[src/design/power_mode_map.vh]
// Register map, field positions, reset values and timing counts of the power-mode controller.
`ifndef POWER_MODE_MAP_VH
`define POWER_MODE_MAP_VH
// ==========================================================================
// Register word addresses (one step per register)
`define PM_ADDR_POWER_CTRL_FIRST  4'h0
`define PM_ADDR_POWER_CTRL_SECOND 4'h1
`define PM_ADDR_REGULATOR_CTRL    4'h2
`define PM_ADDR_CLOCK_CTRL        4'h3
`define PM_ADDR_TIMER_CTRL        4'h4
`define PM_ADDR_PERIPH_CLK_EN     4'h5
`define PM_ADDR_STATUS            4'h6
`define PM_ADDR_TIMER_COUNT       4'h7
// ==========================================================================
// Field positions
`define PM_BIT_IDLE          0
`define PM_BIT_STOP          1
`define PM_BIT_SUSPEND       0
`define PM_BIT_SNOOZE        1
`define PM_BIT_STOPCFG       0
`define PM_BIT_CLK_SRC_LO    0
`define PM_BIT_CLK_SRC_HI    1
`define PM_BIT_CLK_DIV_LO    2
`define PM_BIT_CLK_DIV_HI    4
`define PM_BIT_PRESCALE      5
`define PM_BIT_T3_SLOW       0
`define PM_BIT_T4_SLOW       1
`define PM_BIT_T_CHAIN       2
`define PM_BIT_T4_WAKE_EN    3
// ==========================================================================
// Clock sources
`define PM_SRC_FAST_A        2'h0
`define PM_SRC_FAST_B        2'h1
`define PM_SRC_EXT           2'h2
`define PM_SRC_SLOW          2'h3
// ==========================================================================
// Reset values
`define PM_RST_CLOCK_CTRL    8'h0c
`define PM_RST_PERIPH_CLK_EN 8'h00
`define PM_RST_TIMER_CTRL    8'h00
// ==========================================================================
// Timing counts
`define PM_SLOW_DIV          8
`define PM_OSC_START_NS      2000
`define PM_CLOCK_NS          25
`define PM_OSC_START_CYCLES  ((`PM_OSC_START_NS + `PM_CLOCK_NS - 1) / `PM_CLOCK_NS)
`endif

[src/design/slow_tick_divider.v]
// Divider that turns the synchronised slow-oscillator rising edges into a one-cycle tick every eighth rising edge.
`timescale 1ns/1ps
module slow_tick_divider #(
    parameter DIV = 8
) (
    // Clock and reset
    input  wire clock,
    input  wire sys_rst,
    // Synchronised slow oscillator level
    input  wire slow_level,
    // One-cycle tick out
    output reg  tick
);
    reg       last;
    reg [7:0] count;
    always @(posedge clock or posedge sys_rst) begin
        if (sys_rst) begin
            last  <= 1'b0;
            count <= 8'h00;
            tick  <= 1'b0;
        end else begin
            last <= slow_level;
            tick <= 1'b0;
            if (slow_level && !last) begin
                if (count == DIV - 1) begin
                    count <= 8'h00;
                    tick  <= 1'b1;
                end else begin
                    count <= count + 8'h01;
                end
            end
        end
    end
endmodule

[src/design/power_mode_controller.v]
// Power-mode sequencer with clock gating, wake routing, clock divider setup and low-power timers.
//
// Contract
// - Idle bit halts core, peripherals stay clocked.
// - In Idle any interrupt wakes the core.
// - Suspend stops clocks, oscillators; normal regulator bias.
// - Snooze as Suspend but low regulator bias.
// - Timers three, four count from slow oscillator.
// - Slow oscillator divided by eight clocks timers.
// - Suspend and Snooze exit on listed wake events.
// - Execution resumes in place after wake.
// - Stop powers down; any reset ends it.
// - Shutdown ends only by pin or power-on reset.
// - Unused peripheral clocks are gated off.
// - Reset clock is first oscillator divided by eight.
// - Divider offers one through one hundred twenty-eight.
// - Each fast oscillator has a 1.5x prescaler.
// - Timer four wakes and chains with timer three.
//
// The implementer's own choices: the Avalon-MM register port and the register offsets.
`timescale 1ns/1ps
`include "power_mode_map.vh"
module power_mode_controller #(
    parameter NUM_PERIPH = 8,
    parameter OSC_START  = `PM_OSC_START_CYCLES
) (
    // Clock and reset
    input  wire        clock,
    input  wire        sys_rst,
    // Reset causes seen while powered down
    input  wire        reset_pin_n,
    input  wire        power_on_reset,
    input  wire        other_reset,
    // Avalon-MM slave
    input  wire [3:0]  address,
    input  wire        read,
    input  wire        write,
    input  wire [31:0] writedata,
    output reg  [31:0] readdata,
    output reg         waitrequest,
    // Wake sources
    input  wire        any_interrupt,
    input  wire        serial_periph_port_wake,
    input  wire        two_wire_slave_port_wake,
    input  wire        port_match_wake,
    input  wire        comparator0_level,
    input  wire        config_logic_unit_wake,
    input  wire        slow_osc,
    // Power and clock controls
    output reg         core_clk_en,
    output reg  [NUM_PERIPH-1:0] periph_clk_en,
    output reg         fast_osc_a_en,
    output reg         fast_osc_b_en,
    output reg         regulator_low_bias,
    output reg         power_nets_off,
    output reg         pins_hold,
    output reg  [1:0]  system_clock_src,
    output reg  [2:0]  system_clock_div,
    output reg         prescale_1p5,
    output reg         timer3_tick,
    output reg         timer4_tick,
    output reg         reset_request
);
    // ======================================================================
    // States
    localparam [6:0] ST_NORMAL   = 7'h01;
    localparam [6:0] ST_IDLE     = 7'h02;
    localparam [6:0] ST_SUSPEND  = 7'h04;
    localparam [6:0] ST_SNOOZE   = 7'h08;
    localparam [6:0] ST_WAKE     = 7'h10;
    localparam [6:0] ST_STOP     = 7'h20;
    localparam [6:0] ST_SHUTDOWN = 7'h40;
    localparam [15:0] START_CNT  = OSC_START;

    reg [6:0]  state;
    reg [15:0] wake_count;
    reg [7:0]  clock_ctrl;
    reg [7:0]  timer_ctrl;
    reg [NUM_PERIPH-1:0] periph_en;
    reg        stop_cfg;
    reg [15:0] t4_count;
    reg [15:0] t3_count;
    reg        t4_event;

    // Wake pins, slow oscillator and reset pin pass two flip-flops; any_interrupt, power_on_reset and other_reset are read directly.
    reg [6:0] sync_a;
    reg [6:0] sync_b;
    wire [6:0] raw_in = {slow_osc, comparator0_level, config_logic_unit_wake, port_match_wake,
                         two_wire_slave_port_wake, serial_periph_port_wake, reset_pin_n};
    always @(posedge clock or posedge sys_rst) begin
        if (sys_rst) begin
            sync_a <= 7'h21;
            sync_b <= 7'h21;
        end else begin
            sync_a <= raw_in;
            sync_b <= sync_a;
        end
    end
    wire pin_n_s = sync_b[0];
    wire spi_s   = sync_b[1];
    wire i2c_s   = sync_b[2];
    wire pmatch_s = sync_b[3];
    wire clu_s   = sync_b[4];
    wire cmp_s   = sync_b[5];
    wire slow_s  = sync_b[6];
    reg  cmp_last;
    wire cmp_fall = cmp_last && !cmp_s;

    // ======================================================================
    // Slow tick: slow oscillator divided by eight.
    wire slow_tick;
    slow_tick_divider #(
        .DIV (`PM_SLOW_DIV)
    ) u_slow_div (
        .clock      (clock),
        .sys_rst    (sys_rst),
        .slow_level (slow_s),
        .tick       (slow_tick)
    );

    // The deep modes keep this logic alive since it models always-on hardware.
    wire t3_tick_en = timer_ctrl[`PM_BIT_T3_SLOW] ? slow_tick : 1'b0;
    wire t4_base    = timer_ctrl[`PM_BIT_T4_SLOW] ? slow_tick : 1'b0;
    wire t4_tick_en = timer_ctrl[`PM_BIT_T_CHAIN] ? (t3_tick_en && t3_count == 16'hffff) : t4_base;

    function is_low_power;
        input [6:0] s;
        begin
            is_low_power = (s == ST_SUSPEND) || (s == ST_SNOOZE);
        end
    endfunction

    wire deep_wake = t4_event || spi_s || i2c_s || pmatch_s || cmp_fall || clu_s;

    // ======================================================================
    // Register bus: one wait cycle for every access. Read data is loaded in
    // the wait cycle so that it already stands when waitrequest falls.
    wire access = (read || write) && waitrequest;
    wire wr     = write && !waitrequest;
    wire rd     = read && waitrequest;
    wire w_first  = wr && address == `PM_ADDR_POWER_CTRL_FIRST;
    wire w_second = wr && address == `PM_ADDR_POWER_CTRL_SECOND;

    always @(posedge clock or posedge sys_rst) begin
        if (sys_rst) begin
            waitrequest <= 1'b1;
        end else begin
            waitrequest <= !access;
        end
    end

    always @(posedge clock or posedge sys_rst) begin
        if (sys_rst) begin
            clock_ctrl <= `PM_RST_CLOCK_CTRL;
            timer_ctrl <= `PM_RST_TIMER_CTRL;
            periph_en  <= {NUM_PERIPH{1'b0}};
            stop_cfg   <= 1'b0;
        end else if (wr) begin
            case (address)
                `PM_ADDR_REGULATOR_CTRL: begin
                    stop_cfg <= writedata[`PM_BIT_STOPCFG];
                end
                `PM_ADDR_CLOCK_CTRL: begin
                    clock_ctrl <= writedata[7:0];
                end
                `PM_ADDR_TIMER_CTRL: begin
                    timer_ctrl <= writedata[7:0];
                end
                `PM_ADDR_PERIPH_CLK_EN: begin
                    periph_en <= writedata[NUM_PERIPH-1:0];
                end
                default: begin
                end
            endcase
        end
    end

    always @(posedge clock or posedge sys_rst) begin
        if (sys_rst) begin
            readdata <= 32'h00000000;
        end else if (rd) begin
            case (address)
                `PM_ADDR_POWER_CTRL_FIRST:  readdata <= {31'h0, state == ST_IDLE};
                `PM_ADDR_POWER_CTRL_SECOND: readdata <= {30'h0, state == ST_SNOOZE, state == ST_SUSPEND};
                `PM_ADDR_REGULATOR_CTRL:    readdata <= {31'h0, stop_cfg};
                `PM_ADDR_CLOCK_CTRL:        readdata <= {24'h0, clock_ctrl};
                `PM_ADDR_TIMER_CTRL:        readdata <= {24'h0, timer_ctrl};
                `PM_ADDR_PERIPH_CLK_EN:     readdata <= {{(32-NUM_PERIPH){1'b0}}, periph_en};
                `PM_ADDR_STATUS:            readdata <= {25'h0, state};
                `PM_ADDR_TIMER_COUNT:       readdata <= {t4_count, t3_count};
                default:                    readdata <= 32'h00000000;
            endcase
        end
    end

    // ======================================================================
    // Low-power timers; timer four overflow is the wake event.
    always @(posedge clock or posedge sys_rst) begin
        if (sys_rst) begin
            t3_count <= 16'h0000;
            t4_count <= 16'h0000;
            t4_event <= 1'b0;
            cmp_last <= 1'b1;
        end else begin
            cmp_last <= cmp_s;
            t4_event <= 1'b0;
            if (t3_tick_en) begin
                t3_count <= t3_count + 16'h0001;
            end
            if (t4_tick_en) begin
                t4_count <= t4_count + 16'h0001;
                if (t4_count == 16'hffff && timer_ctrl[`PM_BIT_T4_WAKE_EN]) begin
                    t4_event <= 1'b1;
                end
            end
        end
    end

    // ======================================================================
    // Mode sequencer. Stop and Shutdown are only left through reset, so the
    // block raises a reset request instead of returning to Normal itself.
    always @(posedge clock or posedge sys_rst) begin
        if (sys_rst) begin
            state         <= ST_NORMAL;
            wake_count    <= 16'h0000;
            reset_request <= 1'b0;
        end else begin
            case (state)
                ST_NORMAL: begin
                    if (w_first && writedata[`PM_BIT_STOP]) begin
                        state <= stop_cfg ? ST_SHUTDOWN : ST_STOP;
                    end else if (w_first && writedata[`PM_BIT_IDLE]) begin
                        state <= ST_IDLE;
                    end else if (w_second && writedata[`PM_BIT_SUSPEND]) begin
                        state <= ST_SUSPEND;
                    end else if (w_second && writedata[`PM_BIT_SNOOZE]) begin
                        state <= ST_SNOOZE;
                    end
                end
                ST_IDLE: begin
                    if (any_interrupt) begin
                        state <= ST_NORMAL;
                    end
                end
                ST_SUSPEND, ST_SNOOZE: begin
                    if (deep_wake) begin
                        state      <= ST_WAKE;
                        wake_count <= START_CNT;
                    end
                end
                ST_WAKE: begin
                    if (wake_count <= 16'h0001) begin
                        state <= ST_NORMAL;
                    end else begin
                        wake_count <= wake_count - 16'h0001;
                    end
                end
                ST_STOP: begin
                    if (other_reset || power_on_reset || !pin_n_s) begin
                        reset_request <= 1'b1;
                    end
                end
                ST_SHUTDOWN: begin
                    if (power_on_reset || !pin_n_s) begin
                        reset_request <= 1'b1;
                    end
                end
                default: begin
                    state <= ST_NORMAL;
                end
            endcase
        end
    end

    // ======================================================================
    // Registered power and clock controls.
    always @(posedge clock or posedge sys_rst) begin
        if (sys_rst) begin
            core_clk_en        <= 1'b1;
            periph_clk_en      <= {NUM_PERIPH{1'b0}};
            fast_osc_a_en      <= 1'b1;
            fast_osc_b_en      <= 1'b0;
            regulator_low_bias <= 1'b0;
            power_nets_off     <= 1'b0;
            pins_hold          <= 1'b0;
            system_clock_src   <= `PM_SRC_FAST_A;
            system_clock_div   <= 3'h3;
            prescale_1p5       <= 1'b0;
            timer3_tick        <= 1'b0;
            timer4_tick        <= 1'b0;
        end else begin
            core_clk_en        <= (state == ST_NORMAL);
            periph_clk_en      <= (state == ST_NORMAL || state == ST_IDLE) ? periph_en
                                  : {NUM_PERIPH{1'b0}};
            fast_osc_a_en      <= !is_low_power(state) && state != ST_STOP && state != ST_SHUTDOWN;
            fast_osc_b_en      <= (state == ST_NORMAL || state == ST_IDLE)
                                  && clock_ctrl[`PM_BIT_CLK_SRC_HI:`PM_BIT_CLK_SRC_LO] == `PM_SRC_FAST_B;
            regulator_low_bias <= (state == ST_SNOOZE);
            power_nets_off     <= (state == ST_STOP || state == ST_SHUTDOWN);
            pins_hold          <= (state == ST_STOP || state == ST_SHUTDOWN);
            system_clock_src   <= clock_ctrl[`PM_BIT_CLK_SRC_HI:`PM_BIT_CLK_SRC_LO];
            system_clock_div   <= clock_ctrl[`PM_BIT_CLK_DIV_HI:`PM_BIT_CLK_DIV_LO];
            prescale_1p5       <= clock_ctrl[`PM_BIT_PRESCALE]
                                  && !clock_ctrl[`PM_BIT_CLK_SRC_HI];
            timer3_tick        <= t3_tick_en;
            timer4_tick        <= t4_tick_en;
        end
    end
endmodule

[config.mk]
export PLATFORM = sky130hd
export DESIGN_NAME = power_mode_controller
export DESIGN_NICKNAME = d
export VERILOG_FILES = /design/src/design/slow_tick_divider.v /design/src/design/power_mode_controller.v
export VERILOG_INCLUDE_DIRS = /design/src /design/src/design
export SDC_FILE = /design/constraint.sdc
export NUM_CORES = 1
export LEC_CHECK = 0
export ABC_AREA = 1
export ABC_CLOCK_PERIOD_IN_PS = 12000
export BUFFER_PORTS_ARGS = -buffer_cell sky130_fd_sc_hd__buf_2
export CORE_ASPECT_RATIO = 0.75
export CORE_MARGIN = 2
export CORE_UTILIZATION = 35
export CTS_BUF_LIST = sky130_fd_sc_hd__clkbuf_16
export DETAILED_ROUTE_END_ITERATION = 10
export PLACE_DENSITY = 0.64
export SYNTH_ARGS = -nofsm -noshare
export SYNTH_HDL_FRONTEND = slang
export SYNTH_HIERARCHICAL = 1
export SYNTH_SLANG_ARGS = --single-unit
export TNS_END_PERCENT = 5
[constraint.sdc]
create_clock -name clock -period 12 [get_ports clock]
set_clock_uncertainty 0.05 [all_clocks]
set_input_delay 1.2 -clock clock [delete_from_list [all_inputs] [get_ports clock]]
set_output_delay 1.2 -clock clock [all_outputs]
set_load 0.01 [all_outputs]
# Yosys cells after proc, flatten, opt, wreduce, memory -nomap -nowiden
# Cells that the tools add are included.
op_classes:
  bitwise_logic: 1
  add_sub_neg: 4
  n_lt_le_gt_ge: 1
  n_eq_ne: 27
  mux: 25
  n_reduce_logical: 48
op_table:
  columns: ["operator", "count"]
  rows:
  - ["$pmux W32 S8", 1]
  - ["$mux W7", 8]
  - ["$pmux W7 S5", 1]
  - ["$add A16 B1 Y16 const B", 2]
  - ["$eq A16 B16 Y1 const B", 2]
  - ["$mux W16", 2]
  - ["$pmux W16 S2", 1]
  - ["$logic_and A1 B1 Y1", 17]
  - ["$eq A4 B3 Y1 const B", 4]
  - ["$le A16 B1 Y1 const B", 1]
  - ["$mux W8", 2]
  - ["$sub A16 B1 Y16 const B", 1]
  - ["$logic_or A1 B1 Y1", 12]
  - ["$ne A2 B2 Y1 const B", 6]
  - ["$mux W1", 9]
  - ["$add A8 B1 Y8 const B", 1]
  - ["$eq A4 B2 Y1 const B", 2]
  - ["$eq A8 B3 Y1 const B", 1]
  - ["$reduce_and A2 Y1", 4]
  - ["$eq A7 B1 Y1 const B", 1]
  - ["$eq A7 B2 Y1 const B", 1]
  - ["$eq A7 B3 Y1 const B", 1]
  - ["$eq A7 B4 Y1 const B", 1]
  - ["$eq A7 B5 Y1 const B", 1]
  - ["15 further kinds", 24]
totals:
  ff_bits: 161
  output_inout_bits: 56
  elab_cells: 135
  input_bits: 50

# Logic depth before layout (Yosys ltp)
depth:
  ltp_word: 9
  ltp_mapped: 12
  depth_no_buf: 12

# Cells and area by module
# The synthesis kept the hierarchy.
modules_own_cells:
  columns: ["module", "cells_per_inst", "n_inst", "area_each_um2", "seq_area_each_um2"]
  rows:
  - ["power_mode_controller", 797, 1, 6945.4, 3794.9]
  - ["slow_tick_divider", 64, 1, 506.7, 250.2]

# Worst setup path before layout
# Ideal clock, no wire load.
synth_path:
  kind: "input -> register"
  startpoint: "input write"
  endpoint: "register state[2]"
  path_slack_ns: 9.763
  stages: 9
  arrival_ns: 2.070
  n_path_buf: 0
  path_cell_list: "inv_1 -> nor2_2 -> nand3_1 -> o21ai_1 -> inv_1 -> nand2_1 -> nand3_1 -> nand3_1 -> nand2_1"
synth_via:
  elab_chain_cells: 7
  elab_cells_between_ends: 13
synth_rtl:
  columns: ["item", "line_no", "rtl"]
  rows:
  - ["start, declared", "power_mode_controller.v:37", "input wire write,"]
  - ["$logic_and A1 B1 Y1 *", "power_mode_controller.v:139", "wire wr = write && !waitrequest;"]
  - ["$logic_and A1 B1 Y1 (no line)", null, null]
  - ["$logic_and A1 B1 Y1", "power_mode_controller.v:234", "end else if (w_second && writedata[`PM_BIT_SUSPEND]) begin"]
  - ["$mux W7", "power_mode_controller.v:234", null]
  - ["$mux W7", "power_mode_controller.v:232", "end else if (w_first && writedata[`PM_BIT_IDLE]) begin"]
  - ["$mux W7", "power_mode_controller.v:230", "if (w_first && writedata[`PM_BIT_STOP]) begin"]
  - ["$pmux W7 S5", "power_mode_controller.v:228", "case (state)"]
  - ["end signal, assigned", "power_mode_controller.v:231", "state <= stop_cfg ? ST_SHUTDOWN : ST_STOP;"]
  - ["end, declared", "power_mode_controller.v:75", "reg [6:0] state;"]
# Mark *: on every way between the ends. The rest lies on a longest branch, timed or not.
# A chain may end at the register's enable or synchronous reset.

# Worst setup path after layout
layout_path:
  startpoint: "input address[2]"
  endpoint: "register readdata[6]"
layout_via:
  elab_chain_cells: 2
  elab_cells_between_ends: 9
layout_rtl:
  columns: ["item", "line_no", "rtl"]
  rows:
  - ["start, declared", "power_mode_controller.v:35", "input wire [3:0] address,"]
  - ["$eq A4 B3 Y1, or another cell as far along", "power_mode_controller.v:182", "case (address)"]
  - ["$pmux W32 S8 *", "power_mode_controller.v:182", null]
  - ["end signal, assigned", "power_mode_controller.v:183", "`PM_ADDR_POWER_CTRL_FIRST: readdata <= {31'h0, state == ST_IDLE};"]
  - ["end signal, assigned", "power_mode_controller.v:184", "`PM_ADDR_POWER_CTRL_SECOND: readdata <= {30'h0, state == ST_SNOOZE, state == ST_SUSPEND};"]
  - ["end signal, assigned", "power_mode_controller.v:185", "`PM_ADDR_REGULATOR_CTRL: readdata <= {31'h0, stop_cfg};"]
  - ["end, declared", "power_mode_controller.v:39", "output reg [31:0] readdata,"]
# Marks and branches as above.

==> summary.md <==
| Metric | Value |
|---|---|
| Status | `completed` |
| Tot Pwr | `around 1.4 mW` |
| GR Util met1 | `0.2333` |
| Pin count of the biggest net entering global routing | `88` |
| Number of placed I/O pins | `106` |
| Clk sinks | `approximately 160` |
| Worst hold endpoint | `sync_b[1]` |
| Resize count post-CTS | `0` |
| Startpoint types | `input pin` |
| Hold Crit Class | `register to register` |
| DR DRC count | `0` |
| Clk pin slew, worst setup/hold paths | `0.06 ns` |
| Worst Reg-to-Reg Cells | `10` |
| Syn nets | `916` |
| Crit Reg-Reg Startpoint | `t3_count[0]` |
| Fin. Hold Viols | `0` |
| Initial antenna violation count | `0` |
| Pins Over Slew Limit | `0` |
| Final nets | `roughly 1,000` |
| Global-route wire length before repair | `roughly 28,000 um` |
| Clock root cell | `clkbuf_16` |
| Post-Route WL | `approximately 17,000 um` |
| Fin crit share | `0.2249` |
| DRT antenna net count | `0` |
| Clk pwr share | `0.399` |
| Syn avg cell area | `slightly below 9 um2` |
| Postcts setup bufs | `0` |
| CTS tree | `done` |
| Cell Int Power | `between 1 and 1.5 mW` |
| P&R area growth vs syn | `17.51%` |
| Fin cells | `around 1,200` |
| Minimum clock period after layout | `2.699 ns` |
| Post-synthesis sequential element count | `161` |
| CP endpoint kind | `register` |
| Pleak | `between 4 and 5 nW` |
| Share of layout cells above drive strength 1 | `0.1775` |
| CP Class | `input pin to register` |
| WHS Path Cells | `0` |
| Unique cell type count in the Yosys netlist | `38` |
| Clk_lat worst skew | `between 0.4 and 0.5 ns` |
| Max frequency | `about 370 MHz` |
| Critical path required time | `roughly 12 ns` |
| Sequential area share after synthesis | `0.5428` |
| GR Layer Usage met2 | `0.2445` |
| Mapped Cells | `roughly 860` |
| Via/cell ratio | `around 4.6` |
| Routed WL per cell | `approximately 14 um` |
| Pre-antenna DRT Iters | `5` |
| RSZ-0062 raised after global routing | `false` |
| Final setup vio count | `0` |
| Post-Syn Area | `roughly 7500 um2` |
| Congestion Overflow GR | `0` |
| Crit Path Max Fanout | `30` |
| Busiest grt layer | `met2` |
| Core area | `about 21,000 um2` |
| Comb pwr share | `0.157` |
| Least-Margin Pin Slew | `between 1 and 1.5 ns` |
| Fill count | `around 2,100` |
| Grt met3 use | `0.03825` |
| Die footprint | `between 20,000 and 25,000 um2` |
| Reg2reg setup slack | `~10 ns` |
| Die Height | `between 100 and 150 um` |
| Worst r2r dst | `t4_count[8]` |
| Gr usage total | `0.1625` |
| P_sw | `~410 uW` |
| Yosys warnings | `6` |
| Site Rows | `46` |
| Deepest clock path buffer count | `2` |
| Routability cong. | `~0.87` |
| 1st-iter DRT viols | `~330` |
| Number of diodes | `0` |
| Setup TNS Final | `0 ns` |
| Port bufs | `approximately 80` |
| Hold buffer count at CTS | `0` |
| Max-slew headroom | `0.2576` |
| Via count | `just under 6,000` |
| Max Cap Viol | `0` |
| Vias in the first global route | `between 5,000 and 6,000` |
| Flop pwr share | `0.445` |
| CP Data Arrival Time | `slightly below 3 ns` |
| CTS H-tree lvls | `4` |
| DIE WIDTH | `around 170 um` |
| Cell Pwr Density | `~160 nW/um2` |
| Initial Utilization | `0.3547` |
| IR drop worst, VDD | `about 100 uV` |
| Hpwl dp | `approximately 12,000 um` |
| Placed instance count | `roughly 1,200` |
| Sw frac | `0.2852` |
| CTS Buf Count | `17` |
| Hold wc startpoint | `sync_a[1]` |
## final cells by class
type | count | area, um2 | area share
clock buffers | 17 | 425.4 | 0.04858
inverters | 109 | 414.1 | 0.04729
flip-flops and latches | 161 | 4045 | 0.4619
well taps | 288 | 360.3 | 0.04115
repair buffers | 83 | 420.4 | 0.04801
clock inverters | 15 | 196.4 | 0.02243
multi-input cells | 573 | 2895 | 0.3306
## stage by stage
step / instance area, um2 / utilization / setup WS [ns] / hold slack (ns)
global placement: 8135 / 0.3873 / 8.773 / 0.2830
finish: 8757 / 0.4169 / 9.301 / 0.2972
floorplan: 7452 / - / 6.707 / 0.2812
global route: 8757 / 0.4169 / 9.092 / 0.3022
CTS: 8757 / 0.4169 / 9.235 / 0.2964
detailed placement: 8135 / 0.3873 / 8.777 / 0.2847
## cell families (layout without fill, tap and decap cells)
| family | count (synthesis) | in the layout | synth area share |
|---|---|---|---|
| xor+xnor | 36 | 36 | 0.04332 |
| fa+ha+maj | 5 | 5 | 0.008395 |
| simple gates | 430 | 430 | 0.2524 |
| compound gates | 102 | 102 | 0.08412 |
| flops | 161 | 161 | 0.5428 |
| buf+inv | 127 | 224 | 0.06901 |
## worst max-delay path, cell delays in order
cell	delay, ns
buf_2	0.11
inv_1	0.09
nor2_2	0.07
nand2_1	0.80
o22ai_1	0.18
nor3_1	0.35
o21ai_0	0.12
## synth_stat cells
cell type,count,area share
o31ai_1,19,0.019
nor2_2,5,0.0042
nand2_1,239,0.12
nand2_4,2,0.0030
nand3b_1,4,0.0040
nor3_1,18,0.012
or2_2,1,0.00084
o21ai_0,53,0.036
o21ai_2,7,0.0082
dfrtp_1,148,0.50
xor2_2,1,0.0022
and3_1,1,0.00084
o21ai_1,6,0.0040
nor3_2,4,0.0054
clkbuf_1,10,0.0050
a21oi_1,5,0.0034
nand3_1,51,0.034
dfstp_2,13,0.046
nor4_1,1,0.00084
o22ai_1,6,0.0050
nand2_2,9,0.0076
inv_2,6,0.0030
buf_2,3,0.0020
buf_4,1,0.0010
o221ai_1,2,0.0024
xnor2_1,9,0.011
ha_1,5,0.0084
nand3_2,1,0.0013
o31ai_4,1,0.0029
nor2_1,80,0.040
xor2_1,26,0.031
nor3b_1,1,0.0010
o2111ai_1,3,0.0035
buf_6,4,0.0060
nor2_4,4,0.0060
nand4_1,7,0.0059
nor3_4,2,0.0044
inv_1,103,0.052
## worst max-delay path by stage
stage,startpoint,to,depth (start not counted)
floorplan,sys_rst,clock_ctrl[0],1
global placement,address[2],readdata[6],7
detailed placement,address[2],readdata[6],7
CTS,address[2],readdata[6],7
global route,address[2],readdata[0],11
finish,address[2],readdata[6],7
## power groups by stage
stage	logic (mW)	clock network, mW	registers [mW]
floorplan	0.155	0	0.648
global placement	0.223	0	0.647
detailed placement	0.226	0	0.647
CTS	0.227	0.586	0.639
global route	0.259	0.605	0.646
finish	0.225	0.573	0.639
## metal layers
layer / routed length, um / vias up / share of wire
met1: 8631 / 2681 / 0.51
met2: 7168 / 151 / 0.42
li1: - / 2909 / -
met4: 223 / 0 / 0.013
met5: 0 / - / 0
met3: 1038 / 20 / 0.061
## cell usage in the layout (no fill, tap or decap), types with 9 or more instances in the layout
| cell type | count |
|---|---|
| o31ai_1 | 19 |
| dfrtp_1 | 148 |
| nor2_1 | 80 |
| inv_1 | 104 |
| nand2_1 | 238 |
| nand2_2 | 10 |
| o21ai_0 | 53 |
| xor2_1 | 26 |
| clkbuf_16 | 17 |
| nor3_1 | 18 |
| buf_2 | 81 |
| dfstp_2 | 13 |
| xnor2_1 | 9 |
| nand3_1 | 51 |
## state kept, by name, summed over array words and instances (netlist names), 2 cells and up
name and cells:
sync_b 7, timer_ctrl 8, wake_count 16, readdata 32
system_clock_src 2, clock_ctrl 8, u_slow_div/count 8, system_clock_div 3
t3_count 16, sync_a 7, periph_en 8, t4_count 16
state 7, periph_clk_en 8
Power figures use the tool's default switching activity.
